`src/rtl/ebr_pkg.sv`:
```
// Purpose: Shared constants and types for the external bus READY wait controller.
// Assumes: 25 MHz system clock, which is also the bus reference clock.
// Notes:   Register map, fields, reset values and phase codes.
//
// Contract
// - Read data latched on edge raising read strobe
// - Late address change never alters captured data
// - External READY may lengthen the bus cycle
// - READY polarity selectable, sampled level interpreted
// - Sync READY sampled without synchroniser, partner-synchronous
// - Async READY synchronised, costs one wait minimum
// - First sampling point follows programmed phase lengths
// - Inactive READY inserts one wait, then resamples
// - Active READY ends the running cycle
// - Sync and async modes sample at different points
// - READY ignored until access phase waits elapse
// - Five phases: address, command, data, access, hold
// - Access phase lasts 1 to 32 clocks
package ebr_pkg;

    // Bus widths
    localparam int ADDR_W  = 24;
    localparam int DATA_W  = 16;
    localparam int REG_AW  = 4;
    localparam int REG_DW  = 32;
    localparam int WIN_W   = 8;
    localparam int CNT_W   = 5;

    // Clock
    localparam int CLK_PERIOD_NS = 40;

    // Register offsets
    localparam logic [REG_AW-1:0] REG_TIMING = 4'h0;
    localparam logic [REG_AW-1:0] REG_STATUS = 4'h4;
    localparam logic [REG_AW-1:0] REG_WAITS  = 4'h8;

    // Timing register fields: position and width
    localparam int F_AB_LEN    = 0;
    localparam int W_AB_LEN    = 1;
    localparam int F_CMD_DLY   = 1;
    localparam int W_CMD_DLY   = 2;
    localparam int F_DSETUP    = 3;
    localparam int F_ACCESS    = 4;
    localparam int W_ACCESS    = 5;
    localparam int F_HOLD      = 9;
    localparam int W_HOLD      = 2;
    localparam int F_WIN_EXT   = 11;
    localparam int W_WIN_EXT   = 2;
    localparam int F_RDY_EN    = 13;
    localparam int F_RDY_POL   = 14;
    localparam int F_RDY_ASYNC = 15;
    localparam int F_REFCLK_EN = 16;

    // Reset value and writable bits of the timing register
    localparam logic [REG_DW-1:0] TIMING_RST  = 32'h0000_0000;
    localparam logic [REG_DW-1:0] TIMING_MASK = 32'h0001_FFFF;

    // Status register fields
    localparam int S_BUSY      = 0;
    localparam int S_STATE     = 1;
    localparam int S_READY     = 4;
    localparam int S_WAITS     = 8;

    // Bus cycle phases
    typedef enum logic [2:0] {
        ST_IDLE   = 3'h0,
        ST_ADDR   = 3'h1,
        ST_CMD    = 3'h2,
        ST_DSET   = 3'h3,
        ST_ACCESS = 3'h4,
        ST_RDYW   = 3'h5,
        ST_HOLD   = 3'h6
    } ebr_state_t;

endpackage

```
`src/rtl/ebr_ready_sampler.sv`:
```
// Purpose: Samples the READY pin on two paths and applies the polarity choice.
// Assumes: Sync path needs READY driven on the bus clock.
// Notes:   Async path: two stages, the first feeds only the second.
`timescale 1ns/100ps
module ebr_ready_sampler (
    // Clock and control
    input  wire logic clk_i,
    input  wire logic srst_i,
    input  wire logic ce_i,
    // Pin and mode
    input  wire logic ready_pin_i,
    input  wire logic active_high_i,
    input  wire logic async_i,
    // Interpreted level
    output logic      ready_act_o
);

    logic sync_q;
    logic async_q1;
    logic async_q2;
    logic raw;

    ////////////////////////////////
    // Single capture for sync mode, two-stage chain for async mode
    always_ff @(posedge clk_i) begin
        if (srst_i) begin
            sync_q   <= 1'b0;
            async_q1 <= 1'b0;
            async_q2 <= 1'b0;
        end else if (ce_i) begin
            sync_q   <= ready_pin_i;
            async_q1 <= ready_pin_i;
            async_q2 <= async_q1;
        end
    end

    ////////////////////////////////
    // Path choice, then polarity; low-active READY is inverted here once
    always_comb begin
        raw         = async_i ? async_q2 : sync_q;
        ready_act_o = active_high_i ? raw : ~raw;
    end

endmodule

```
`src/rtl/ebr_ctrl.sv`:
```
// Purpose: Runs five-phase external bus cycles with READY-controlled access stretching.
// Assumes: Demultiplexed bus; clk_i doubles as the reference clock.
// Notes:   Timing is copied at cycle start; reprogramming hits the next cycle, except READY polarity, path and reference clock enable, which act at once.
`timescale 1ns/100ps
module ebr_ctrl #(
    parameter int ADDR_W = ebr_pkg::ADDR_W,
    parameter int DATA_W = ebr_pkg::DATA_W
) (
    // Clock, reset, enable
    input  wire logic                      clk_i,
    input  wire logic                      srst_i,
    input  wire logic                      ce_i,
    // Register port
    input  wire logic [ebr_pkg::REG_AW-1:0] reg_addr_i,
    input  wire logic [ebr_pkg::REG_DW-1:0] reg_wdata_i,
    input  wire logic                      reg_wr_i,
    input  wire logic                      reg_rd_i,
    output logic      [ebr_pkg::REG_DW-1:0] reg_rdata_o,
    // Internal request side
    input  wire logic                      req_valid_i,
    input  wire logic                      req_write_i,
    input  wire logic [ADDR_W-1:0]         req_addr_i,
    input  wire logic [DATA_W-1:0]         req_wdata_i,
    output logic                           req_ready_o,
    output logic                           done_o,
    output logic      [DATA_W-1:0]         rdata_o,
    // External bus pins
    output logic      [ADDR_W-1:0]         ebus_addr_o,
    output logic                           ebus_cs_n_o,
    output logic                           ebus_rd_n_o,
    output logic                           ebus_wr_n_o,
    input  wire logic [DATA_W-1:0]         ebus_data_i,
    output logic      [DATA_W-1:0]         ebus_data_o,
    output logic                           ebus_data_oe_o,
    input  wire logic                      ebus_ready_i,
    output logic                           bus_reference_clock_en_o
);

    localparam int CW = ebr_pkg::CNT_W;
    localparam int WW = ebr_pkg::WIN_W;

    ////////////////////////////////
    // State types

    typedef struct packed {
        ebr_pkg::ebr_state_t st;
        logic [CW-1:0]       cnt;
    } ebr_step_t;

    typedef struct packed {
        ebr_pkg::ebr_state_t          st;
        logic [CW-1:0]                cnt;
        logic [ebr_pkg::REG_DW-1:0]   cfg;
        logic [ebr_pkg::REG_DW-1:0]   cyc;
        logic                         is_write;
        logic [ADDR_W-1:0]            addr;
        logic [DATA_W-1:0]            wdata;
        logic [WW-1:0]                last_win;
        logic                         win_valid;
        logic                         req_ready;
        logic                         done;
        logic [DATA_W-1:0]            rdata;
        logic                         rd_n;
        logic                         wr_n;
        logic                         cs_n;
        logic                         data_oe;
        logic [ebr_pkg::REG_DW-1:0]   reg_rdata;
        logic [7:0]                   last_waits;
        logic [15:0]                  total_waits;
    } ebr_regs_t;

    ebr_regs_t r;
    ebr_regs_t next_r;

    ////////////////////////////////
    // Decoded fields of the per-cycle timing copy

    localparam int W_CMD_LEN = ebr_pkg::W_CMD_DLY;
    logic [W_CMD_LEN-1:0] cmd_len;
    logic                 dset_len;
    logic [CW-1:0]        acc_len;
    logic [1:0]           hold_len;
    logic                 rdy_en;
    logic                 rdy_async;
    logic                 ready_act;
    logic                 win_chg;
    logic [CW-1:0]        addr_len;
    logic [7:0]           waits_inc;
    logic [15:0]          total_inc;

    always_comb begin
        cmd_len   = r.cyc[ebr_pkg::F_CMD_DLY +: ebr_pkg::W_CMD_DLY];
        dset_len  = r.cyc[ebr_pkg::F_DSETUP];
        acc_len   = r.cyc[ebr_pkg::F_ACCESS +: ebr_pkg::W_ACCESS];   // Holds length minus one
        hold_len  = r.cyc[ebr_pkg::F_HOLD +: ebr_pkg::W_HOLD];
        rdy_en    = r.cyc[ebr_pkg::F_RDY_EN];
        rdy_async = r.cyc[ebr_pkg::F_RDY_ASYNC];
    end

    ////////////////////////////////
    // READY sampling; steered by the live config so the
    // synchroniser is filled before a cycle starts

    ebr_ready_sampler u_ready (
        .clk_i         (clk_i),
        .srst_i        (srst_i),
        .ce_i          (ce_i),
        .ready_pin_i   (ebus_ready_i),
        .active_high_i (r.cfg[ebr_pkg::F_RDY_POL]),
        .async_i       (r.cfg[ebr_pkg::F_RDY_ASYNC]),
        .ready_act_o   (ready_act)
    );

    ////////////////////////////////
    // Address phase length, plus the extension on a window change

    always_comb begin
        win_chg  = !r.win_valid || (req_addr_i[ADDR_W-1 -: WW] != r.last_win);
        addr_len = CW'(r.cfg[ebr_pkg::F_AB_LEN]);
        if (win_chg) begin
            addr_len = addr_len + CW'(r.cfg[ebr_pkg::F_WIN_EXT +: ebr_pkg::W_WIN_EXT]);
        end
    end

    ////////////////////////////////
    // Saturating wait counters, so a stuck READY cannot wrap the statistics

    always_comb begin
        waits_inc = (r.last_waits == 8'hFF) ? r.last_waits : r.last_waits + 8'h01;
        total_inc = (r.total_waits == 16'hFFFF) ? r.total_waits : r.total_waits + 16'h0001;
    end

    ////////////////////////////////
    // Phase sequencing helpers; empty phases are skipped in the same edge

    function automatic ebr_step_t enter_access(input logic [CW-1:0] len);
        ebr_step_t s;
        s.st  = ebr_pkg::ST_ACCESS;
        s.cnt = len;
        return s;
    endfunction

    function automatic ebr_step_t after_cmd(input logic d, input logic [CW-1:0] len);
        ebr_step_t s;
        if (d) begin
            s.st  = ebr_pkg::ST_DSET;
            s.cnt = '0;
        end else begin
            s = enter_access(len);
        end
        return s;
    endfunction

    function automatic ebr_step_t after_addr(input logic [1:0] c, input logic d,
                                             input logic [CW-1:0] len);
        ebr_step_t s;
        if (c != 2'h0) begin
            s.st  = ebr_pkg::ST_CMD;
            s.cnt = CW'(c) - CW'(1);
        end else begin
            s = after_cmd(d, len);
        end
        return s;
    endfunction

    function automatic ebr_step_t end_access(input logic [1:0] f);
        ebr_step_t s;
        if (f != 2'h0) begin
            s.st  = ebr_pkg::ST_HOLD;
            s.cnt = CW'(f) - CW'(1);
        end else begin
            s.st  = ebr_pkg::ST_IDLE;
            s.cnt = '0;
        end
        return s;
    endfunction

    ////////////////////////////////
    // Next-state logic for the whole block

    always_comb begin
        ebr_step_t step;
        logic      finish;
        step   = '{st: r.st, cnt: r.cnt};
        finish = 1'b0;
        next_r = r;

        // Register writes
        if (reg_wr_i && reg_addr_i == ebr_pkg::REG_TIMING) begin
            next_r.cfg = reg_wdata_i & ebr_pkg::TIMING_MASK;
        end
        if (reg_wr_i && reg_addr_i == ebr_pkg::REG_WAITS) begin
            next_r.total_waits = '0;
        end

        // Phase sequencing
        unique case (r.st)
            ebr_pkg::ST_IDLE: begin
                if (req_valid_i && r.req_ready) begin
                    step.st          = ebr_pkg::ST_ADDR;
                    step.cnt         = addr_len;
                    next_r.cyc       = r.cfg;
                    next_r.is_write  = req_write_i;
                    next_r.addr      = req_addr_i;
                    next_r.wdata     = req_wdata_i;
                    next_r.last_win  = req_addr_i[ADDR_W-1 -: WW];
                    next_r.win_valid = 1'b1;
                    next_r.last_waits = '0;
                end
            end
            ebr_pkg::ST_ADDR: begin
                if (r.cnt != '0) begin
                    step.cnt = r.cnt - CW'(1);
                end else begin
                    step = after_addr(cmd_len, dset_len, acc_len);
                end
            end
            ebr_pkg::ST_CMD: begin
                if (r.cnt != '0) begin
                    step.cnt = r.cnt - CW'(1);
                end else begin
                    step = after_cmd(dset_len, acc_len);
                end
            end
            ebr_pkg::ST_DSET: begin
                step = enter_access(acc_len);
            end
            ebr_pkg::ST_ACCESS: begin
                if (r.cnt != '0) begin
                    step.cnt = r.cnt - CW'(1);
                end else if (!rdy_en) begin
                    finish = 1'b1;
                end else if (rdy_async) begin
                    step.st  = ebr_pkg::ST_RDYW;
                    step.cnt = '0;
                end else if (ready_act) begin
                    finish = 1'b1;
                end else begin
                    step.st  = ebr_pkg::ST_RDYW;
                    step.cnt = '0;
                end
            end
            ebr_pkg::ST_RDYW: begin
                if (ready_act) begin
                    finish = 1'b1;
                end else begin
                    step.st = ebr_pkg::ST_RDYW;
                end
            end
            ebr_pkg::ST_HOLD: begin
                if (r.cnt != '0) begin
                    step.cnt = r.cnt - CW'(1);
                end else begin
                    step.st  = ebr_pkg::ST_IDLE;
                    step.cnt = '0;
                end
            end
            default: begin
                step.st  = ebr_pkg::ST_IDLE;
                step.cnt = '0;
            end
        endcase

        // End of access: the strobe rises and read data are taken on this same edge
        if (finish) begin
            step = end_access(hold_len);
            if (!r.is_write) begin
                next_r.rdata = ebus_data_i;
            end
        end

        // Wait statistics; counting wins over a clear in the same cycle
        if (r.st == ebr_pkg::ST_RDYW) begin
            next_r.last_waits  = waits_inc;
            next_r.total_waits = total_inc;
        end

        next_r.st  = step.st;
        next_r.cnt = step.cnt;

        // Pin levels follow the phase entered at this edge
        next_r.cs_n    = (step.st == ebr_pkg::ST_IDLE);
        next_r.rd_n    = !(!next_r.is_write && (step.st == ebr_pkg::ST_ACCESS ||
                                               step.st == ebr_pkg::ST_RDYW));
        next_r.wr_n    = !(next_r.is_write && (step.st == ebr_pkg::ST_ACCESS ||
                                              step.st == ebr_pkg::ST_RDYW));
        next_r.data_oe = next_r.is_write && (step.st == ebr_pkg::ST_DSET ||
                                             step.st == ebr_pkg::ST_ACCESS ||
                                             step.st == ebr_pkg::ST_RDYW ||
                                             step.st == ebr_pkg::ST_HOLD);
        next_r.req_ready = (step.st == ebr_pkg::ST_IDLE);
        next_r.done      = (step.st == ebr_pkg::ST_IDLE) && (r.st != ebr_pkg::ST_IDLE);

        // Register read data stand for exactly one cycle
        next_r.reg_rdata = '0;
        if (reg_rd_i) begin
            unique case (reg_addr_i)
                ebr_pkg::REG_TIMING: begin
                    next_r.reg_rdata = r.cfg;
                end
                ebr_pkg::REG_STATUS: begin
                    next_r.reg_rdata[ebr_pkg::S_BUSY]        = (r.st != ebr_pkg::ST_IDLE);
                    next_r.reg_rdata[ebr_pkg::S_STATE +: 3]  = r.st;
                    next_r.reg_rdata[ebr_pkg::S_READY]       = ready_act;
                    next_r.reg_rdata[ebr_pkg::S_WAITS +: 8]  = r.last_waits;
                end
                ebr_pkg::REG_WAITS: begin
                    next_r.reg_rdata[15:0] = r.total_waits;
                end
                default: begin
                    next_r.reg_rdata = '0;                      // Unmapped reads as zero
                end
            endcase
        end
    end

    ////////////////////////////////
    // State register; a low clock enable freezes everything

    always_ff @(posedge clk_i) begin
        if (srst_i) begin
            r             <= '0;
            r.st          <= ebr_pkg::ST_IDLE;
            r.cfg         <= ebr_pkg::TIMING_RST;
            r.cyc         <= ebr_pkg::TIMING_RST;
            r.req_ready   <= 1'b1;
            r.rd_n        <= 1'b1;
            r.wr_n        <= 1'b1;
            r.cs_n        <= 1'b1;
        end else if (ce_i) begin
            r <= next_r;
        end
    end

    ////////////////////////////////
    // Outputs, all taken straight from the state register

    always_comb begin
        reg_rdata_o              = r.reg_rdata;
        req_ready_o              = r.req_ready;
        done_o                   = r.done;
        rdata_o                  = r.rdata;
        ebus_addr_o              = r.addr;
        ebus_cs_n_o              = r.cs_n;
        ebus_rd_n_o              = r.rd_n;
        ebus_wr_n_o              = r.wr_n;
        ebus_data_o              = r.wdata;
        ebus_data_oe_o           = r.data_oe;
        bus_reference_clock_en_o = r.cfg[ebr_pkg::F_REFCLK_EN];
    end

endmodule

```
`config.mk`:
```
export PLATFORM = sky130hd
export DESIGN_NAME = ebr_ctrl
export DESIGN_NICKNAME = d
export VERILOG_FILES = /design/src/rtl/ebr_pkg.sv /design/src/rtl/ebr_ready_sampler.sv /design/src/rtl/ebr_ctrl.sv
export SDC_FILE = /design/constraint.sdc
export NUM_CORES = 1
export LEC_CHECK = 0
export BUFFER_PORTS_ARGS = -buffer_cell sky130_fd_sc_hd__buf_2
export CORE_AREA = 10 10 133 135
export CTS_BUF_LIST = sky130_fd_sc_hd__clkbuf_8
export DETAILED_ROUTE_END_ITERATION = 10
export DIE_AREA = 0 0 143 145
export MAX_ROUTING_LAYER = met4
export PLACE_DENSITY = 0.77
export SYNTH_ARGS = -nofsm -noshare
export SYNTH_HDL_FRONTEND = slang
export SYNTH_HIERARCHICAL = 1
export SYNTH_SLANG_ARGS = --single-unit
```
`constraint.sdc`:
```
create_clock -name clk_i -period 2.59 [get_ports clk_i]
set_clock_uncertainty 0.1 [all_clocks]
set_input_delay 0.518 -clock clk_i [delete_from_list [all_inputs] [get_ports clk_i]]
set_output_delay 0.518 -clock clk_i [all_outputs]
set_load 0.01 [all_outputs]
```
==> metrics.cfg, run 1 <==
[yosys]
synth-seq-cells=143
ys_warn_count=6
synth_ff_type=dfxtp_1
seq_area_frac_synth=0.398
syn_inst=888
synthTopCellsByCount=nand2_1 (157), dfxtp_1 (143), buf_4 (89)
yosysTopAreaCell=dfxtp_1
post-synth-top-count-cell=nand2_1
synth_edf_count=0
synthArstFlopShare=0
post_synth_instance_area_um2=7190
synth.distinct_cells=65
synth_area_per_cell_um2=8.10
yosys.area.top_type_share=0.398
yosys-top-cells-area=dfxtp_1 (40%), buf_4 (9.3%), nand2_1 (8.2%)

[global_routing]
gr-usage-met3=0.0544
grt_pass1_vias=6250
antenna_found_initial=0
top_usage_layer=met2
grt_overflow=0
grtUsageMet1=0.245
track_usage=0.188
grt_util_met2=0.274
grt_pass1_wl_um=31200
grt_max_degree=57

[cts]
clkSlewWorstSetupHoldPaths_ns=0.08
ctsHoldBuffers=0
tritoncts=done
clkSinkCount=143
cts_root_buffer=clkbuf_8
htree_levels=4
numCtsBuffers=17
clk_latency_ns=0.46
clock_path_buffers=2

[pwr]
combPwrFrac=0.140
ir_worst_vdd_uv=404
intPower_mw=3.56
power_frac_seq=0.475
p_leak_nw=3.31
switching_share=0.266
pwr-share-clk=0.385
power_density_nw_per_um2=587
p_switching_mw=1.29

[die]
fp.dieH_um=145
core-area_um2=15000
rows=45
pin_count=195
die_area_um2=20700
start_util=0.478
die_w_um=143

[setup_path]
endpoint_kind=register
critical_path_class=register to register
cp_max_fo=8
cp-start-kind=register
rr_worst_depth=8
arrival_ns=2.77
cp_data_required_time_ns=2.82

[routing]
drt_pass1_iterations=5
drt-total-wl_um=19400
vias_per_cell=5.42
ant_nets=0
drt_iter0_markers=470
wire_per_inst_um=16.4
drcViolationCount=0
vias=6428

[placed_design]
hpwl_um=14300
place_area_um2=7780
io_buffer_count=164
gp_congestion=0.945

[outcome]
outcome=finished clean

[worst_hold_path]
hold_path_class=primary input to register
hold_depth=3

[layout]
area_delta_synth_final_pct=14.9
antennaDiodeCount=0
nets=1090
drive_gt1_frac=0.260
nFillCells=1373
fin_area_um2=8260

[timing]
fin_crit_ns=2.54
finalCritPeriodShare=0.982
slew_viol_final=0
holdWs_ns=0.195
rsz0062_at_grt=true
fmax_mhz=393
setup_viol_count_final=0
finalHoldViolCount=0

[run]
maxCapViolCount=0

logic make-up (layout without fill, tap and decap cells):
logic type                 after synthesis  count (layout)  share of synthesized area
AOI/OAI and AO/OA                      188             188                      0.164
xor gates and xnor gates                14              14                     0.0171
adders and majority gates                6               6                     0.0101
buffers and inverters                  154             249                      0.128
DFF                                    143             143                      0.398
muxes                                   52              52                     0.0726
other                                    1              15                   0.000522
and+or+nand+nor                        330             330                      0.209
placed cells by master (no fill, tap or decap), drive strengths merged, types with 6 or more instances in the layout:
cell type	n
conb	15
nor3	10
o31ai	12
buf	205
a22oi	15
inv	14
mux2i	51
nand2	157
clkbuf	21
xor2	10
dfxtp	143
o21ai	27
nand3	20
a21oi	86
or4	12
nor2	78
nand4	12
or3	6
a311oi	6
and2	6
metal layers:
metal	part of all wire	up-vias
met5	0	-
met4	0.015	0
met3	0.084	23
met2	0.44	271
met1	0.47	2958
li1	-	3176
path summary, 6_finish.rpt:
| check | from | endpoint | slack, ns |
|---|---|---|---|
| min | req_addr_i[1] | ebus_addr_o[1]$_SDFFE_PP0P_ | 0.19 |
| min reg2reg | ebus_addr_o[14]$_SDFFE_PP0P_ | ebus_addr_o[14]$_SDFFE_PP0P_ | 0.35 |
| max | r[193]$_SDFFE_PP0P_ | rdata_o[6]$_SDFFE_PP0P_ | 0.05 |
| max reg2reg | r[193]$_SDFFE_PP0P_ | rdata_o[6]$_SDFFE_PP0P_ | 0.05 |
layout make-up:
class	count	area [µm²]	share of cell area
multi-input cells	605	3500	0.424
flip-flops and latches	143	2870	0.348
repair buffers	206	1190	0.144
clock buffers	20	275	0.0333
well taps	188	235	0.0285
inverters	12	45.0	0.00545
clock inverters	11	139	0.0168
state kept, by name, indices dropped and copies added, names as in the netlist, 2 cells and up:
| signal | count |
|---|---|
| r | 52 |
| acc_len | 5 |
| reg_rdata_o | 17 |
| hold_len | 2 |
| ebus_data_o | 16 |
| rdata_o | 16 |
| ebus_addr_o | 24 |
| cmd_len | 2 |
power by group through the flow:
stage | logic [mW] | clock network (mW) | registers, mW
3_5_place_dp | 0.657 | 0 | 2.36
5_1_grt | 0.755 | 2.01 | 2.31
3_3_place_gp | 0.654 | 0 | 2.35
4_1_cts | 0.660 | 1.92 | 2.31
6_report | 0.680 | 1.87 | 2.31
2_1_floorplan | 0.478 | 0 | 2.34
critical path, stage by stage, from the launching register on:
cell and delay (ns):
dfxtp_2 0.34, inv_2 0.06, ha_4 0.14, or4b_4 0.46, a2111o_1 0.48, a211oi_4 0.36, clkbuf_16 0.23, mux2i_1 0.19
nor2_1 0.06
per-stage QoR:
stage / setup WS (ns) / TNS [ns] / utilization / std cells / power (mW)
finish: 0.0476 / 0 / 0.550 / 1185 / 4.85
detailed placement: 0.0767 / 0 / 0.517 / 1150 / 3.01
floorplan: -0.0319 / -0.319 / - / 902 / 2.82
global placement: 0.0358 / 0 / 0.517 / 1150 / 3.01
CTS: 0.0321 / 0 / 0.545 / 1181 / 4.88
global route: -0.0254 / -0.100 / 0.550 / 1185 / 5.08
timing repair:
item / CTS / global route
setup buffers: 0 / 3
gates resized for setup: 0 / 7
hold endpoints to repair: 0 / 0
endpoints found under the setup margin: 0 / 22
(Power assumes the default switching activity.)
==> inputs of run 2 (changes only) <==
- GPL_ROUTABILITY_DRIVEN: default -> 1
- RECOVER_POWER: default -> 50
==> metrics.cfg, run 2 (synthesized netlist as in run 1, its figures left out) <==
[cts]
clk_latency_ns=0.46  ; about the same
clkSlewWorstSetupHoldPaths_ns=0.08  ; about the same
numCtsBuffers=17  ; unchanged
tritoncts=done
clock_path_buffers=2  ; unchanged
clkSinkCount=143  ; unchanged
cts_root_buffer=clkbuf_8
ctsHoldBuffers=0  ; unchanged
htree_levels=4  ; unchanged

[global_routing]
antenna_found_initial=0  ; unchanged
grt_pass1_wl_um=31200  ; unchanged
track_usage=0.188  ; unchanged
grt_pass1_vias=6250  ; unchanged
grt_overflow=0  ; unchanged
grt_max_degree=57  ; unchanged

[layout]
instances_no_fill=1185  ; unchanged
largest_reg_flops=52  ; unchanged
final_common_cell=nand2_1
area_delta_synth_final_pct=13.1
nFillCells=1430  ; +4.2%
drive_gt1_frac=0.175  ; -0.0853
nets=1090  ; unchanged
largest_register=r
layout_common_cells=nand2_1 (157), dfxtp_1 (140), a21oi_1 (84), clkbuf_1 (84), buf_2 (81)
postLayoutCoreUtil=0.541  ; -0.00874
multi_input_area_um2=3500  ; -0.18%
regArea_um2=2870  ; unchanged
antennaDiodeCount=0  ; unchanged

[die]
rows=45  ; unchanged
pin_count=195  ; unchanged
core-area_um2=15000  ; unchanged
start_util=0.478  ; unchanged
fp.dieH_um=145  ; unchanged
die_w_um=143  ; unchanged
die_area_um2=20700  ; unchanged

[timing]
slew_viol_final=0  ; unchanged
worst_pin_slew_ns=0.542
finalCritPeriodShare=0.982  ; about the same
setup_viol_count_final=0  ; unchanged
fmax_mhz=393  ; about the same
setup_tns_ns=0  ; unchanged
setup_slack_ns=0.0457  ; -0.00190 ns
slew_headroom=0.639
finalHoldViolCount=0  ; unchanged
rsz0062_at_grt=true
fin_crit_ns=2.54  ; +0.00190 ns

[worst_hold_path]
hold_path_class=primary input to register

[setup_path]
endpoint_kind=register
cp-start-kind=register
arrival_ns=2.77  ; about the same
cp_data_required_time_ns=2.82  ; about the same
critical_path_class=register to register
cp_max_fo=8  ; unchanged

[placed_design]
place_inst=1150  ; unchanged
io_buffer_count=164  ; unchanged
dpl_worst_slack_ns=0.0767  ; unchanged
hpwl_um=14300  ; unchanged
gp_congestion=0.945  ; unchanged

[outcome]
outcome=finished clean

[routing]
drt_iter0_markers=516  ; +9.8%
drcViolationCount=0  ; unchanged
vias=6406  ; -0.34%
drt_pass1_iterations=5  ; unchanged
ant_nets=0  ; unchanged
wire_per_inst_um=16.4  ; about the same
drt-total-wl_um=19400  ; about the same
vias_per_cell=5.41  ; -0.34%

[run]
maxCapViolCount=0  ; unchanged

[pwr]
p_leak_nw=2.96  ; -11%
ir_worst_vdd_uv=400  ; -1.0%
design_power_total_mw=4.84  ; -0.32%
power_density_nw_per_um2=595  ; +1.3%

[run 2: cell types whose count changed in the layout (fill, tap and decap cells not counted)]
cell,delta
buf_4,-2
buf_12,-1
buf_2,-82
clkbuf_2,+1
a2111oi_2,-1
a2111oi_0,+1
clkbuf_1,+84
[run 2: final cells by class]
cell class	instances	area share
multi-input cells	605	0.430
flip-flops and latches	143	0.353
clock inverters	11	0.0171
inverters	12	0.00554
well taps	188	0.0289
repair buffers	206	0.131
clock buffers	20	0.0339
[run 2: path summary, 6_finish.rpt]
check | depth (start not counted) | endpoint | startpoint | slack (ns)
setup / recovery | 8 | rdata_o[6]$_SDFFE_PP0P_ | r[193]$_SDFFE_PP0P_ | 0.05
hold / removal | 3 | ebus_addr_o[1]$_SDFFE_PP0P_ | req_addr_i[1] | 0.19
setup reg to reg | 8 | rdata_o[6]$_SDFFE_PP0P_ | r[193]$_SDFFE_PP0P_ | 0.05
hold reg to reg | 2 | ebus_addr_o[0]$_SDFFE_PP0P_ | ebus_addr_o[0]$_SDFFE_PP0P_ | 0.36
[run 2: timing repair]
action / in CTS / in global routing
endpoints found under the setup margin: 0 / 22
buffers inserted: 0 / 3
gates resized for setup: 0 / 7
[run 2: worst max-delay path, cell delays in order, from the launching register on]
cell and delay, ns:
dfxtp_2 0.34, inv_2 0.06, ha_4 0.14, or4b_4 0.46, a2111o_1 0.48, a211oi_4 0.36, clkbuf_16 0.23, mux2i_1 0.19
nor2_1 0.06
[run 2: per-layer routing]
layer | global-route usage | part of all wire
met5 | - | 0
met4 | 0.0552 | 0.016
met3 | 0.0544 | 0.082
met2 | 0.274 | 0.43
met1 | 0.245 | 0.47
[run 2: where the power goes]
group          total, mW  internal (mW)  switching (mW)
clock               1.87           1.02           0.848
sequential          2.31           2.26          0.0491
combinational      0.665          0.273           0.392
[run 2: per-stage QoR]
stage | hold slack, ns | instance area [µm²]
3_5_place_dp | 0.344 | 7780
4_1_cts | 0.172 | 8190
2_1_floorplan | 0.331 | 7270
6_report | 0.193 | 8130
3_3_place_gp | 0.339 | 7780
5_1_grt | 0.172 | 8130
==> inputs of run 3 (changes only) <==
- CORE_AREA: 10 10 133 135 -> 2 2 125 127
- DIE_AREA: 0 0 143 145 -> 0 0 127 129
- SLEW_MARGIN: default -> 20
==> metrics.cfg, run 3 (synthesized netlist as in run 1, its figures left out) <==
[cts]
clk_latency_ns=0.46  ; about the same
clock_path_buffers=2  ; unchanged
htree_levels=4  ; unchanged
clkSinkCount=143  ; unchanged
tritoncts=done
post_cts_buffers=0  ; unchanged
clkSlewWorstSetupHoldPaths_ns=0.09  ; about the same
ctsHoldBuffers=0  ; unchanged
cts_root_buffer=clkbuf_8
numCtsBuffers=17  ; unchanged

[routing]
vias=6417  ; +0.17%
drt-total-wl_um=17300  ; -11%
drt_pass1_iterations=5  ; unchanged
drcViolationCount=0  ; unchanged
ant_nets=0  ; unchanged
vias_per_cell=5.42  ; +0.34%
drt_iter0_markers=482  ; -6.6%
wire_per_inst_um=14.7  ; -11%

[worst_hold_path]
hold_path_class=primary input to register
hold_depth=3  ; unchanged
hold_path_end=ebus_addr_o[2]$_SDFFE_PP0P_
min-delay-start=req_addr_i[2]

[layout]
drive_gt1_frac=0.174  ; -0.000654
largest_reg_flops=52  ; unchanged
antennaDiodeCount=0  ; unchanged
fin_area_um2=8140  ; about the same
area_delta_synth_final_pct=13.2  ; about the same
layout_common_cells=nand2_1 (157), dfxtp_1 (140), a21oi_1 (85)
final_common_cell=nand2_1
largest_register=r
nets=1087  ; -0.28%

[timing]
fmax_mhz=404  ; +2.7%
rsz0062_at_grt=false
setup_slack_ns=0.113  ; +0.0676 ns
slew_headroom=0.308  ; -0.331
finalHoldViolCount=0  ; unchanged
worst_pin_slew_ns=1.04  ; +0.496 ns
finalCritPeriodShare=0.956  ; -0.0261
fin_crit_ns=2.48  ; -0.0676 ns
slew_viol_final=0  ; unchanged
setup_viol_count_final=0  ; unchanged

[outcome]
outcome=finished clean

[setup_path]
r2r_end=rdata_o[9]$_SDFFE_PP0P_
cp_slowest_cell=or4b_4
arrival_ns=2.69  ; -0.08 ns
worst-r2r-setup-slack_ns=0.11  ; +0.07 ns
rr_worst_depth=8  ; unchanged
cp-start-kind=register
cp_data_required_time_ns=2.81  ; about the same
path_cells=inv_2, ha_4, or4b_4, a2111o_1, a211oi_4, buf_12, mux2i_1, nor2_1
cp_max_fo=16  ; +8
critical_path_buf_inv_count=2  ; unchanged
r2r_start=r[192]$_SDFFE_PP0P_
worst_path_largest_cell_delay_ns=0.50  ; +0.02 ns
endpoint_kind=register
critical_path_class=register to register
cpLargestDelayFamily=compound AO/OA/AOI/OAI gates

[global_routing]
grt_overflow=0  ; unchanged
track_usage=0.219  ; +0.0316
grt_pass1_vias=5735  ; -8.2%
grt_pass1_wl_um=28100  ; -9.9%
grt_max_degree=52  ; -8.8%
antenna_found_initial=0  ; unchanged

[pwr]
p_leak_nw=2.96  ; -0.25%
ir_worst_vdd_uv=410  ; +2.6%
power_density_nw_per_um2=601  ; +1.1%

[die]
fp.dieH_um=129  ; -11%
die_area_um2=16400  ; -21%
rows=45  ; unchanged
die_w_um=127  ; -11%
core-area_um2=15000  ; -0.37%
start_util=0.480  ; +0.00180
pin_count=195  ; unchanged

[placed_design]
io_buffer_count=164  ; unchanged
gp_congestion=0.926  ; -2.0%
hpwl_um=12300  ; -14%
place_area_um2=7810  ; +0.42%
dpl_worst_slack_ns=0.0764  ; -0.000396 ns

[run]
maxCapViolCount=0  ; unchanged

-- run 3: changes by cell type in the layout (fill, tap and decap cells not counted), moves of 2 or more --
cell,delta
buf_12,+3
clkinvlp_4,+2
dfxtp_2,+2
clkbuf_8,-2
dfxtp_4,-2
buf_4,-6
clkinv_2,-4
inv_6,+2
clkinv_4,+2
-- run 3: final cells by class --
cell class                      count  area [µm²]
Tap cell                          188         235
Fill cell                        1408        6840
Timing Repair Buffer              203        1060
Multi-Input combinational cell    605        3500
Sequential cell                   143        2870
Clock inverter                     14         180
Clock buffer                       18         248
Inverter                           12        45.0
-- run 3: worst register-to-register path, stage by stage, from the launching register on --
cell and delay, ns:
dfxtp_2 0.35, inv_2 0.06, ha_4 0.13, or4b_4 0.50, a2111o_1 0.43, a211oi_4 0.29
buf_12 0.20, mux2i_1 0.21, nor2_1 0.05
-- run 3: per-stage QoR --
step	hold WS (ns)	power, mW	utilization	instances	setup TNS, ns
4_1_cts	0.157	4.93	0.550	1183	0
3_5_place_dp	0.344	3.02	0.521	1151	0
6_report	0.181	4.89	0.543	1183	0
3_3_place_gp	0.338	3.01	0.521	1151	0
5_1_grt	0.170	5.10	0.543	1183	0
2_1_floorplan	0.331	2.82	-	902	-0.319
-- run 3: layer usage --
layer  vias up  share of wire  global-route usage
li1       3181              -                   -
met1      2917           0.45               0.293
met2       288           0.44               0.323
met3        31          0.088              0.0545
met4         0          0.016              0.0795
met5         -              0                   -
-- run 3: worst max-delay path by stage --
stage	slack (ns)	to	start	depth (start not counted)
floorplan	-0.03	rdata_o[10]$_SDFFE_PP0P_	r[192]$_SDFFE_PP0P_	9
global route	0.02	rdata_o[6]$_SDFFE_PP0P_	r[192]$_SDFFE_PP0P_	8
global placement	0.09	rdata_o[13]$_SDFFE_PP0P_	r[192]$_SDFFE_PP0P_	8
finish	0.11	rdata_o[9]$_SDFFE_PP0P_	r[192]$_SDFFE_PP0P_	8
CTS	0.05	rdata_o[9]$_SDFFE_PP0P_	r[192]$_SDFFE_PP0P_	8
detailed placement	0.08	rdata_o[9]$_SDFFE_PP0P_	r[192]$_SDFFE_PP0P_	8
-- run 3: what timing repair did --
action / 4_1_cts / 5_1_grt
hold endpoints to repair: 0 / 0
gates resized for setup: 0 / 3
endpoints found under the setup margin: 0 / 22
-- run 3: power breakdown --
part | leakage (nW) | switching, mW | total, mW | internal [mW]
combinational | 1.59 | 0.390 | 0.663 | 0.273
clock | 0.210 | 0.929 | 1.92 | 0.993
sequential | 1.16 | 0.0487 | 2.31 | 2.26
total | 2.96 | 1.37 | 4.89 | 3.52
